## src/include/ctsr_pkg.sv

```systemverilog
// Package with register numbers, field positions and reset values
package ctsr_pkg;
   // Special-register numbers
   localparam logic [7:0] CTSR_REG_ADDR  = 8'h04;
   localparam logic [7:0] CTSR_REG_DATA  = 8'h05;
   localparam logic [7:0] CTSR_REG_CTRL  = 8'h06;
   localparam logic [7:0] CTSR_REG_GUARD = 8'h07;
   localparam logic [7:0] CTSR_REG_TCNT  = 8'h08;
   localparam logic [7:0] CTSR_REG_TRLD  = 8'h09;
   localparam logic [7:0] CTSR_REG_PC0   = 8'h0a;
   // Transaction control fields
   localparam int CTSR_CC_OPC_LSB = 24;
   localparam int CTSR_CC_CNT_LSB = 16;
   localparam int CTSR_CC_RNW     = 15;
   localparam int CTSR_CC_MUL     = 14;
   localparam int CTSR_CC_SET     = 13;
   localparam int CTSR_CC_LCK     = 12;
   localparam int CTSR_CC_TF      = 10;
   localparam int CTSR_CC_REG_LSB = 2;
   localparam int CTSR_CC_NN      = 1;
   localparam int CTSR_CC_CV      = 0;
   localparam logic [31:0] CTSR_CC_WMASK = 32'hffff_f7ff;
   // Timer reload fields
   localparam int CTSR_TR_MISS = 26;
   localparam int CTSR_TR_FLAG = 25;
   localparam int CTSR_TR_IE   = 24;
   localparam int CTSR_TW      = 24;
   localparam int CTSR_BANKS   = 16;
   // Reset values
   localparam logic [31:0] CTSR_RST_WORD  = 32'h0000_0000;
   localparam logic [23:0] CTSR_RST_TIMER = 24'h00_0000;
   localparam logic [15:0] CTSR_RST_GUARD = 16'h0000;
endpackage : ctsr_pkg

```

## src/rtl/ctsr_regs.sv

```systemverilog
// Channel, bank-guard, timer and decode-pc special registers
`timescale 1ns/1ps
module ctsr_regs
   import ctsr_pkg::*;
#(
   parameter int TW = CTSR_TW
) (
   input  wire logic        mclk,
   input  wire logic        rst_b,
   // Special-register move port
   input  wire logic        sr_wr,
   input  wire logic [7:0]  sr_num,
   input  wire logic [31:0] sr_wdata,
   output logic [31:0]      sr_rdata,
   // Processor status inputs
   input  wire logic        supervisor_flag,
   input  wire logic        mask_all_traps,
   input  wire logic        freeze_clear,
   input  wire logic        trap_taken,
   // Channel transaction capture
   input  wire logic        ch_xfer,
   input  wire logic [31:0] ch_address,
   input  wire logic [31:0] ch_store_data,
   input  wire logic [7:0]  ch_opcode_bits,
   input  wire logic [7:0]  ch_remaining,
   input  wire logic        ch_is_load,
   input  wire logic        ch_is_coproc,
   input  wire logic        ch_multiple_partial,
   input  wire logic        ch_load_set,
   input  wire logic        ch_lock_op,
   input  wire logic [7:0]  ch_reg_num,
   input  wire logic        ch_done,
   input  wire logic        data_error_in,
   input  wire logic        load_overlap_write,
   // Register-file access check
   input  wire logic        gr_access,
   input  wire logic [7:0]  gr_abs_num,
   // Decode stage
   input  wire logic        dec_valid,
   input  wire logic [31:0] dec_addr,
   // Results
   output logic            freeze_hold,
   output logic            protection_trap,
   output logic            data_access_trap,
   output logic            coproc_trap,
   output logic            timer_irq
);

   logic [31:0]   addr_q;
   logic [31:0]   data_q;
   logic [31:0]   ctrl_q;
   logic [15:0]   guard_q;
   logic [TW-1:0] count_q;
   logic [TW-1:0] reload_q;
   logic          flag_q;
   logic          miss_q;
   logic          ie_q;
   logic          coproc_q;
   logic [29:0]   pc0_q;
   logic          freeze_q;
   logic          expire;
   logic          capture;
   logic [15:0]   bank_hit;

   assign capture = ch_xfer && !freeze_q;
   assign freeze_hold = freeze_q;

   // Freeze bit: set on trap entry, cleared by status write
   always_ff @(posedge mclk or negedge rst_b) begin
      if (!rst_b) begin
         freeze_q <= 1'b0;
      end else if (trap_taken) begin
         freeze_q <= 1'b1;
      end else if (freeze_clear) begin
         freeze_q <= 1'b0;
      end
   end

   // Channel address register
   always_ff @(posedge mclk or negedge rst_b) begin
      if (!rst_b) begin
         addr_q <= CTSR_RST_WORD;
      end else if (sr_wr && sr_num == CTSR_REG_ADDR) begin
         addr_q <= sr_wdata;
      end else if (capture) begin
         addr_q <= ch_address;
      end
   end

   // Channel data register
   always_ff @(posedge mclk or negedge rst_b) begin
      if (!rst_b) begin
         data_q <= CTSR_RST_WORD;
      end else if (sr_wr && sr_num == CTSR_REG_DATA) begin
         data_q <= sr_wdata;
      end else if (capture) begin
         data_q <= ch_store_data;  // Meaningless for loads
      end
   end

   // Channel control register
   always_ff @(posedge mclk or negedge rst_b) begin
      if (!rst_b) begin
         ctrl_q   <= CTSR_RST_WORD;
         coproc_q <= 1'b0;
      end else begin
         if (sr_wr && sr_num == CTSR_REG_CTRL) begin
            ctrl_q <= sr_wdata & CTSR_CC_WMASK;
         end else if (capture) begin
            ctrl_q[31:CTSR_CC_OPC_LSB] <= ch_opcode_bits;
            ctrl_q[23:CTSR_CC_CNT_LSB] <= ch_remaining;
            ctrl_q[CTSR_CC_RNW] <= ch_is_load;
            ctrl_q[CTSR_CC_MUL] <= ch_multiple_partial;
            ctrl_q[CTSR_CC_SET] <= ch_load_set && ch_is_load;
            ctrl_q[CTSR_CC_LCK] <= ch_lock_op;
            ctrl_q[11]          <= 1'b0;
            ctrl_q[CTSR_CC_TF]  <= data_error_in;
            ctrl_q[9:CTSR_CC_REG_LSB] <= ch_reg_num;
            ctrl_q[CTSR_CC_NN] <= 1'b0;
            ctrl_q[CTSR_CC_CV] <= !ch_done;
            coproc_q <= ch_is_coproc;
         end else begin
            if (data_error_in && ctrl_q[CTSR_CC_CV] && !freeze_q) begin
               ctrl_q[CTSR_CC_TF] <= 1'b1;
            end
            if (load_overlap_write && ctrl_q[CTSR_CC_CV] && ctrl_q[CTSR_CC_RNW]) begin
               ctrl_q[CTSR_CC_NN] <= 1'b1;
            end
            if (ch_done && !freeze_q) begin
               ctrl_q[CTSR_CC_CV] <= 1'b0;
            end
         end
      end
   end

   assign data_access_trap = ctrl_q[CTSR_CC_TF] && !coproc_q;
   assign coproc_trap      = ctrl_q[CTSR_CC_TF] && coproc_q;

   // Bank-guard register
   always_ff @(posedge mclk or negedge rst_b) begin
      if (!rst_b) begin
         guard_q <= CTSR_RST_GUARD;
      end else if (sr_wr && sr_num == CTSR_REG_GUARD) begin
         guard_q <= sr_wdata[15:0];
      end
   end

   genvar gb;
   generate
      for (gb = 0; gb < CTSR_BANKS; gb++) begin : g_bank
         assign bank_hit[gb] = guard_q[gb] && (gr_abs_num[7:4] == 4'(gb));
      end
   endgenerate

   assign protection_trap = gr_access && !supervisor_flag && (|bank_hit);

   // expiry at the reload edge, after a full cycle at zero
   assign expire = (count_q == '0) && !(sr_wr && sr_num == CTSR_REG_TCNT);

   // Countdown and reload
   always_ff @(posedge mclk or negedge rst_b) begin
      if (!rst_b) begin
         count_q <= CTSR_RST_TIMER[TW-1:0];
      end else if (sr_wr && sr_num == CTSR_REG_TCNT) begin
         count_q <= sr_wdata[TW-1:0];
      end else begin
         if (count_q == '0) begin
            count_q <= reload_q;  // Flag sets on this same edge
         end else begin
            count_q <= count_q - 1'b1;
         end
      end
   end

   // Reload register with enable and status flags
   always_ff @(posedge mclk or negedge rst_b) begin
      if (!rst_b) begin
         reload_q <= CTSR_RST_TIMER[TW-1:0];
         ie_q     <= 1'b0;
         flag_q   <= 1'b0;
         miss_q   <= 1'b0;
      end else begin
         if (sr_wr && sr_num == CTSR_REG_TRLD) begin
            reload_q <= sr_wdata[TW-1:0];
            ie_q     <= sr_wdata[CTSR_TR_IE];
            flag_q   <= sr_wdata[CTSR_TR_FLAG];
            miss_q   <= sr_wdata[CTSR_TR_MISS];
         end
         // flag on every expiry, set wins
         if (expire) begin
            flag_q <= 1'b1;
            if (flag_q) begin
               miss_q <= 1'b1;
            end
         end
      end
   end

   assign timer_irq = flag_q && ie_q && !mask_all_traps;

   // Decode-stage program counter
   always_ff @(posedge mclk or negedge rst_b) begin
      if (!rst_b) begin
         pc0_q <= 30'h0000_0000;
      end else if (sr_wr && sr_num == CTSR_REG_PC0) begin
         pc0_q <= sr_wdata[31:2];
      end else if (dec_valid && !freeze_q) begin
         pc0_q <= dec_addr[31:2];
      end
   end

   // Read mux; reserved bits zero
   always_comb begin
      sr_rdata = 32'h0000_0000;
      case (sr_num)
         CTSR_REG_ADDR:  sr_rdata = addr_q;
         CTSR_REG_DATA:  sr_rdata = data_q;
         CTSR_REG_CTRL:  sr_rdata = ctrl_q & CTSR_CC_WMASK;
         CTSR_REG_GUARD: sr_rdata = {16'h0000, guard_q};
         CTSR_REG_TCNT:  sr_rdata = 32'(count_q);
         CTSR_REG_TRLD:  sr_rdata = {5'h00, miss_q, flag_q, ie_q, 24'(reload_q)};
         CTSR_REG_PC0:   sr_rdata = {pc0_q, 2'b00};
         default:        sr_rdata = 32'h0000_0000;
      endcase
   end

endmodule : ctsr_regs

```

## config.mk

```make
export PLATFORM = sky130hd
export DESIGN_NAME = ctsr_regs
export DESIGN_NICKNAME = d
export VERILOG_FILES = /design/src/include/ctsr_pkg.sv /design/src/rtl/ctsr_regs.sv
export SDC_FILE = /design/constraint.sdc
export NUM_CORES = 1
export LEC_CHECK = 0
export BUFFER_PORTS_ARGS = -buffer_cell sky130_fd_sc_hd__buf_4
export CAP_MARGIN = 0
export CORE_MARGIN = 8
export CORE_UTILIZATION = 40
export DETAILED_ROUTE_END_ITERATION = 16
export SLEW_MARGIN = 0
export SYNTH_ARGS = -nofsm -noshare
export SYNTH_HDL_FRONTEND = slang
export SYNTH_SLANG_ARGS = --single-unit
```

## constraint.sdc

```tcl
create_clock -name mclk -period 2.9 [get_ports mclk]
set_clock_uncertainty 0.15 [all_clocks]
set_input_delay 0.435 -clock mclk [delete_from_list [all_inputs] [get_ports mclk]]
set_output_delay 0.435 -clock mclk [all_outputs]
set_load 0.005 [all_outputs]
```

==> results.md, run 1 <==
- Status: finished clean
- Hold Path Stages: 2
- Number of max-cap violations: 0
- CP delay by family, top: multiplexers
- Hold EP: freeze_hold
- Clock Power Share: 33.1%
- Post-synth EDFFs: 0
- Grt ovf: 0
- Top post-synthesis cells by area: dfrtp_1 46%, nand2_1 8.1%, a31oi_1 5.7%, mux2i_1 5.6%, nor2_1 5.5%
- Worst Path Arrival: 2.17 ns
- Maximum clock path buffer count: 2
- I/O Buffers: 216
- Clock Latency Late Sink: 0.43 ns
- DRC: 0
- Most used cell along the critical path: mux4_2
- Vias: 10,100
- Worst-margin pin slew: 0.676 ns
- Cts bufs inserted: 17
- Unrepaired setup endpoints after global routing: no
- Required time worst endpoint: 2.32 ns
- Clock slew at reported path FFs: 0.08 ns
- Setup_tns: 0 ns
- Crit path buf inv count: 1
- Endpoints failing hold: 0
- Largest family of logic cells by synthesized area: simple AND/OR/NAND/NOR gates
- Synth Area in XOR/XNOR: 0.995%
- Power Dens Cells: 526 nW/um2
- Synth warn: 0
- Design Area, Final: 13,700 um2
- Die X: 179 um
- Post-Syn Area: 10,600 um2
- Worst hold start: trap_taken
- Area of the core: 26,000 um2
- Initial Utilization: 40.7%
- Period utilisation layout: 95.0%
- Post-Syn Nets: 1,378
- Main synth FF type: dfrtp_1
- Pin count of the biggest net entering global routing: 72
- Synth top area share: 45.9%
- Crit Path Class: reg2out
- N_diodes: 0
- I/O pins: 223
- H-Tree Depth: 4
- Avg Inst Size Synth: 8.88 um2
- Setup crit start kind: register
- FP Rows: 59
- Simple logic cell fraction of the synthesized area: 18.8%
- Post-CTS setup buffers: 0
- Compound-Gate Fraction of Synth Area: 18.0%
- Seq cells post-synth: 194
- GRT Overall Usage: 24.9%
- Synth area leader: dfrtp_1
- Worst hold path type: in2reg
- Critical Path Slowest Stage Cell: mux4_2
- Gate power share: 19.4%
- R2R setup slack: 0.21 ns
- Sequential share of power: 47.5%
- Synth async-reset ratio: 100%
- Minimum clock period: 2.75 ns
- Area Overhead vs Synth: 29.6%
- Net Sw Frac: 30.6%
- Number of distinct library cells after synthesis: 61
- Crit path cell chain: mux4_2, mux4_2, and3b_1, buf_4
- Max incr delay on CP: 0.51 ns
- Die Y: 179 um
- Initial antenna violation count: 3
- Fin util: 52.7%
- Worst reg2reg startpoint: count_q[7]
- Leak Pwr: 6.34 nW
- Worst hold slack: 0.0275 ns
- Global-route wire length before repair: 60,600 um
- Routed len/inst: 22.4 um
- Vias/cell: 5.72
- Setup violators final: 0
- Vias in the first global route: 10,200
- DRT iter0 DRCs: 868
- DRT Wirelength: 39,500 um
- Max-slew violations: 0
- Placed cell count: 1,727
- DP HPWL: 28,700 um
- Clock Root Buffer: clkbuf_16
- Top cell types by occurrence after synthesis: 229 x nand2_1, 194 x dfrtp_1, 156 x nor2_1
- NetSw: 2.20 mW
- Internal: 5.01 mW
- Clock Sinks: 194
- Antenna-violating nets left: 0
- Cell with the most instances after synthesis: nand2_1
- Gpl congestion: 0.881
- Fmax: 363 MHz
- Max FO, Critical Path: 3
- Fin nets: 1,600
- Peak supply drop: 0.000312 V
- Rel. slew slack: 54.9%
- First-pass DRT Iterations: 5
- Seq/Total Area, Yosys: 45.9%
- Share of cells above drive strength 1: 28.1%
- Adder-Cell Fraction of Synth Area: 0.237%
- R2R cell count: 5
- Post-Synthesis Cells: 1,190
- Terminus of the critical flop-to-flop path: count_q[16]
- TritonCTS clock tree: built
- Kind of end point of the critical path: output pin
- Post-synthesis mux area share: 12.0%
- Post-Place Cell Area: 13,100 um2
- Die ar.: 31,900 um2
- Critical path depth: 4
- Final non-filler cell total: 1,760
-- kinds of logic (layout without fill, tap and decap cells) --
logic type	count (synthesis)	in the layout
buffers and inverters	104	339
AND/OR/NAND/NOR	471	471
XOR/XNOR	12	12
flip-flops	194	194
AO/OA/AOI/OAI	297	297
adder cells (fa/ha/maj)	2	2
multiplexers	110	110
-- worst max-delay path by stage --
stage | start | end | slack [ns]
2_1_floorplan | sr_num[5] | sr_rdata[19] | 0.07
3_3_place_gp | sr_num[5] | sr_rdata[5] | 0.18
3_5_place_dp | sr_num[5] | sr_rdata[19] | 0.19
4_1_cts | count_q[17] | count_q[2] | 0.12
5_1_grt | sr_num[5] | sr_rdata[16] | 0.07
6_report | guard_q[3] | protection_trap | 0.15
-- registers in the layout (all words and copies together) (netlist names) --
name,flops
miss_q,1
count_q,24
ie_q,1
pc0_q,30
guard_q,16
reload_q,24
flag_q,1
freeze_hold,1
addr_q,32
ctrl_q,31
data_q,32
coproc_q,1
-- final cells by class --
| type | instances | area [um2] |
|---|---|---|
| sequential | 194 | 4850 |
| timing repair buffer | 301 | 2480 |
| clock buffer | 18 | 429 |
| clock inverter | 14 | 145 |
| tap | 335 | 419 |
| multi-input combinational | 892 | 5350 |
| fill | 2460 | 12300 |
| inverter | 6 | 22.5 |
-- per-stage QoR --
stage | power, mW | worst slack (ns)
after floorplan | 4.17 | 0.0704
after global placement | 4.82 | 0.177
after detailed placement | 4.86 | 0.191
after CTS | 7.23 | 0.122
after global routing | 7.52 | 0.0749
final | 7.21 | 0.146
-- placed cells by master, fill, tap and decap left out, types with 9 or more instances in the layout --
cell	netlist	layout
a22oi_1	25	25
o21ai_1	9	9
mux2_2	42	42
nand2_1	229	229
clkbuf_16	0	17
mux4_2	9	9
a21oi_1	48	48
nor4_1	11	11
buf_4	1	282
o21ai_0	52	52
a31oi_1	97	97
nor3_1	14	14
mux2i_1	59	59
dfrtp_1	194	194
nand3_1	20	16
a22o_1	13	13
nor2_1	156	156
buf_12	0	17
-- worst register-to-register path, delay by kind of cell (launching register included) --
kind / cells / cell delay (ns)
simple gates: 3 / 1.76
flops: 1 / 0.43
compound gates: 2 / 0.24
-- power groups by stage --
stage	logic, mW	clock network [mW]	registers [mW]
2_1_floorplan	0.836	0	3.34
3_3_place_gp	1.36	0	3.45
3_5_place_dp	1.40	0	3.46
4_1_cts	1.40	2.41	3.41
5_1_grt	1.55	2.50	3.47
6_report	1.40	2.38	3.42
-- repair_timing --
action / CTS / global route
endpoints found under the setup margin: 0 / 1
gates resized for setup: 0 / 1
endpoints found under the hold margin: 69 / 0
hold buffers: 1 / 0
-- per-layer routing --
| metal | part of all wire (%) | global-route usage [%] |
|---|---|---|
| met2 | 46 | 37.7 |
| met5 | 0.10 | 0 |
| met1 | 43 | 34.6 |
| met3 | 9.2 | 6.56 |
| met4 | 2.0 | 7.10 |
Power figures use the tool's default switching activity.
==> inputs of run 2 (changes only) <==
- CELL_PAD_IN_SITES_DETAIL_PLACEMENT: unset -> 1
- CELL_PAD_IN_SITES_GLOBAL_PLACEMENT: unset -> 2
- CORE_UTILIZATION: 40 -> 36
- PLACE_DENSITY_LB_ADDON: unset -> 0.1
- clock period: 2.9 -> 3.2 ns (I/O delays scaled with it)
==> results.md, run 2 (synthesized netlist as in run 1, its figures left out) <==
- FP Rows: 62
- Commonest non-fill, non-tap cell in the layout: buf_4
- Unrepaired setup endpoints after global routing: no
- Pwr Total: 6.47 mW
- Kind of end point of the critical path: output pin
- Area Overhead vs Synth: 26.7%
- Crit path buf inv count: 4
- CP delay by family, top: simple AND/OR/NAND/NOR gates
- Vias: 10,200
- Fin nets: 1,570
- First-pass DRT Iterations: 5
- Top Registers: addr_q (32), data_q (32), ctrl_q (31)
- Share of cells above drive strength 1: 26.5%
- DRC: 0
- DP HPWL: 30,800 um
- Worst hold path type: in2reg
- Area of the core: 28,800 um2
- Pin count of the biggest net entering global routing: 96
- I/O pins: 223
- N_diodes: 0
- Initial Utilization: 36.7%
- GRT Overall Usage: 24.3%
- Rel. slew slack: 53.5%
- H-Tree Depth: 4
- Power Dens Cells: 484 nW/um2
- Vias in the first global route: 10,600
- Max FO, Critical Path: 9
- # fillers: 3,390
- Minimum clock period: 3.08 ns
- Period utilisation layout: 96.2%
- Max incr delay on CP: 0.34 ns
- Number of max-cap violations: 0
- Routed len/inst: 24.3 um
- Most frequent cells in the layout: 261 x buf_4, 229 x nand2_1, 194 x dfrtp_1
- Crit path cell chain: buf_4, nor4_1, buf_4, nand2_1, nor2_1, buf_4, nand2_1, o311ai_0, buf_4
- Worst Path Arrival: 2.45 ns
- Global-route wire length before repair: 65,900 um
- Gpl congestion: 0.841
- Most used cell along the critical path: buf_4
- Critical Path Slowest Stage Cell: nand2_1
- Peak supply drop: 0.000345 V
- Status: finished clean
- Cts bufs inserted: 17
- Die X: 187 um
- Clock slew at reported path FFs: 0.07 ns
- DRT Wirelength: 43,200 um
- Worst-margin pin slew: 0.697 ns
- Post_cts resized: 0
- Die ar.: 35,100 um2
- Required time worst endpoint: 2.57 ns
- Endpoints failing hold: 0
- Setup_tns: 0 ns
- Max-slew violations: 0
- Final non-filler cell total: 1,778
- Clock Sinks: 194
- Setup violators final: 0
- Die Y: 187 um
- Leak Pwr: 6.13 nW
- Vias/cell: 5.72
- TritonCTS clock tree: built
- Placed cell count: 1,746
- Crit Path Class: in2out
- Grt ovf: 0
- Initial antenna violation count: 5
- Fmax: 325 MHz
- DRT iter0 DRCs: 842
- I/O Buffers: 216
- Clock Latency Late Sink: 0.44 ns
- Clock Root Buffer: clkbuf_16
- Setup crit start kind: input pin
- Antenna-violating nets left: 0
- Maximum clock path buffer count: 2
==> run 2: metal layers <==
metal / track usage [%] / wire length [um]
met5: 0 / 65
met4: 5.80 / 703
met3: 5.31 / 2470
met2: 37.8 / 19900
met1: 33.9 / 20200
==> run 2: worst register-to-register path: stages, from the launching register on <==
cell and delay (ns):
dfrtp_1 0.43, inv_1 0.12, ha_1 0.25, or3b_2 0.61, nor4_1 0.52, a31oi_1 0.17, a211oi_1 0.34, o21ai_1 0.12
==> run 2: per-stage QoR <==
step           hold slack (ns)  utilization [%]  setup WS, ns  cell area [um2]
3_3_place_gp             0.345             44.6        0.0589            12800
4_1_cts                 0.0554             46.5        0.0650            13400
6_report                0.0691             46.5         0.121            13400
5_1_grt                 0.0607             46.5        0.0332            13400
3_5_place_dp             0.352             44.6        0.0689            12800
2_1_floorplan           0.0344                -         0.280            10600
==> run 2: repair_timing <==
action,in CTS,in global routing
hold endpoints to repair,62,0
hold buffers,1,0
setup buffers,0,0
==> run 2: worst paths after layout <==
path	from	endpoint	slack, ns	depth (start not counted)
setup / recovery	sr_num[5]	sr_rdata[3]	0.12	9
hold / removal	trap_taken	freeze_hold	0.07	2
setup reg to reg	count_q[0]	count_q[22]	0.36	7
hold reg to reg	miss_q	miss_q	0.37	2
max in group asynchronous	rst_b	reload_q[17]	1.64	3
min in group asynchronous	rst_b	addr_q[2]	0.45	2
==> run 2: report_power, final <==
part	switching, mW	internal, mW
combinational	0.640	0.600
sequential	0.317	2.81
clock	1.08	1.02
==> run 2: layout make-up <==
cell class              instances  area [um2]  share of cell area [%]
multi-input cells             892        5340                    39.9
flip-flops and latches        194        4850                    36.3
repair buffers                271        2140                    16.0
well taps                     384         480                    3.59
clock buffers                  17         425                    3.18
clock inverters                14         118                   0.879
inverters                       6        22.5                   0.168
==> inputs of run 3 (changes only) <==
- CORE_UTILIZATION: 36 -> 30
- GPL_TIMING_DRIVEN: unset -> 0
==> results.md, run 3 (synthesized netlist as in run 1, its figures left out) <==
- Status: finished clean
- Minimum clock period: 3.14 ns
- Net Sw Frac: 30.3%
- TritonCTS clock tree: built
- Power Dens Cells: 499 nW/um2
- Share of cells above drive strength 1: 23.8%
- I/O pins: 223
- Unrepaired setup endpoints after global routing: no
- Vias in the first global route: 11,100
- NetSw: 2.06 mW
- Clock slew at reported path FFs: 0.07 ns
- Routed len/inst: 28.5 um
- FP Rows: 68
- H-Tree Depth: 4
- Worst hold slack: 0.0577 ns
- Clock Sinks: 194
- Antenna-violating nets left: 0
- Crit Path Class: in2out
- Gate power share: 19.7%
- Required time worst endpoint: 2.57 ns
- Maximum clock path buffer count: 2
- Global-route wire length before repair: 77,400 um
- Clock Latency Late Sink: 0.45 ns
- Vias/cell: 5.61
- Area Overhead vs Synth: 28.7%
- Hold EP: freeze_hold
- Most frequent cells in the layout: 229 x nand2_1, 222 x buf_4, 194 x dfrtp_1
- Grt ovf: 0
- # fillers: 4,070
- Area of the core: 34,600 um2
- Max-slew violations: 0
- Worst hold start: trap_taken
- First-pass DRT Iterations: 5
- Die Y: 204 um
- Max FO, Critical Path: 10
- R2R cell count: 7
- Commonest non-fill, non-tap cell in the layout: nand2_1
- Top Registers: addr_q (32), data_q (32), ctrl_q (31)
- DRT iter0 DRCs: 820
- Pin count of the biggest net entering global routing: 73
- Clock Power Share: 34.3%
- Rel. slew slack: 24.7%
- Initial Utilization: 30.5%
- GRT Overall Usage: 25.6%
- R2R setup slack: 0.19 ns
- N_diodes: 0
- I/O Buffers: 214
- Vias: 10,600
- Period utilisation layout: 98.1%
- Endpoints failing hold: 0
- DRT Wirelength: 54,000 um
- Fmax: 318 MHz
- Worst Path Arrival: 2.51 ns
- DRC: 0
- Leak Pwr: 6.11 nW
- Worst reg2reg startpoint: count_q[8]
- Fin nets: 1,619
- Cts bufs inserted: 17
- Number of max-cap violations: 0
- Kind of end point of the critical path: output pin
- Gpl congestion: 0.854
- Peak supply drop: 0.000391 V
- Die X: 204 um
- Setup violators final: 0
- Internal: 4.73 mW
- Hold Path Stages: 2
- Worst hold path type: in2reg
- Terminus of the critical flop-to-flop path: count_q[14]
- Setup_tns: 0 ns
- Clock Root Buffer: clkbuf_16
- DP HPWL: 40,400 um
- Initial antenna violation count: 0
- Sequential share of power: 46.0%
- Die ar.: 41,500 um2
- Setup crit start kind: input pin
- Worst-margin pin slew: 1.12 ns
## run 3: cell types whose count changed in the layout (fill, tap and decap cells not counted), moves of 4 or more
cell      change
nand3_1       +4
buf_1         +5
inv_6         -5
buf_2         +4
clkbuf_1     +67
clkbuf_2      +7
clkbuf_4      +6
buf_12        -7
nand3_2       -4
clkbuf_8      +5
buf_4        -39
## run 3: worst max-delay path, cell delays in order
cell,delay (ns)
buf_4,0.12
nor4_4,0.24
buf_4,0.18
and2_1,0.12
clkbuf_1,0.22
clkbuf_8,0.26
buf_4,0.25
a22oi_1,0.18
o21ai_0,0.27
buf_4,0.17
## run 3: what timing repair did
item,CTS,global route
hold endpoints to repair,58,0
gates resized for setup,45,6
pin swaps,2,1
hold buffers,1,0
endpoints found under the setup margin,152,18
buffers inserted,5,1
gates cloned,0,0
## run 3: worst max path at each step
| stage | from | endpoint | slack, ns | depth (start not counted) |
|---|---|---|---|---|
| 2_1_floorplan | sr_num[5] | sr_rdata[19] | 0.28 | 7 |
| 3_3_place_gp | sr_num[5] | sr_rdata[7] | -1.96 | 9 |
| 3_5_place_dp | sr_num[5] | sr_rdata[7] | -1.91 | 9 |
| 4_1_cts | sr_num[5] | sr_rdata[9] | 0.005 | 9 |
| 5_1_grt | sr_num[0] | sr_rdata[5] | 0.003 | 7 |
| 6_report | sr_num[6] | sr_rdata[7] | 0.06 | 10 |
## run 3: power by group through the flow
stage	clock, mW	sequential, mW	combinational (mW)
floorplan	0	3.02	0.758
global placement	0	3.15	1.28
detailed placement	0	3.16	1.32
CTS	2.36	3.11	1.33
global route	2.46	3.16	1.46
finish	2.33	3.13	1.34
## run 3: per-stage QoR
step                total power [mW]  worst slack, ns  utilization (%)  cells  instance area, um2
finish                          6.79           0.0594             39.3   1898               13600
CTS                             6.81          0.00534             39.2   1897               13600
detailed placement              4.48            -1.91             37.0   1861               12800
floorplan                       3.78            0.280                -   1190               10600
global placement                4.43            -1.96             36.8   1859               12700
global route                    7.08          0.00272             39.3   1898               13600
## run 3: final cells by class
| class | instances | area, um2 | share of cell area, % |
|---|---|---|---|
| clock inverter | 8 | 126 | 0.929 |
| clock buffer | 23 | 488 | 3.59 |
| timing repair buffer | 223 | 1740 | 12.8 |
| buffer | 97 | 465 | 3.42 |
| multi-input combinational | 892 | 5340 | 39.2 |
| inverter | 6 | 22.5 | 0.166 |
| tap | 455 | 569 | 4.19 |
| sequential | 194 | 4850 | 35.7 |
## run 3: per-layer routing
metal | GRT usage [%] | part of all wire, % | vias to the layer above | routed length [um]
li1 | - | - | 4730 | -
met1 | 35.1 | 45 | 5448 | 24400
met2 | 40.8 | 47 | 401 | 25200
met3 | 4.98 | 6.4 | 61 | 3430
met4 | 6.24 | 1.9 | 0 | 1020
met5 | 0 | 0 | - | 0
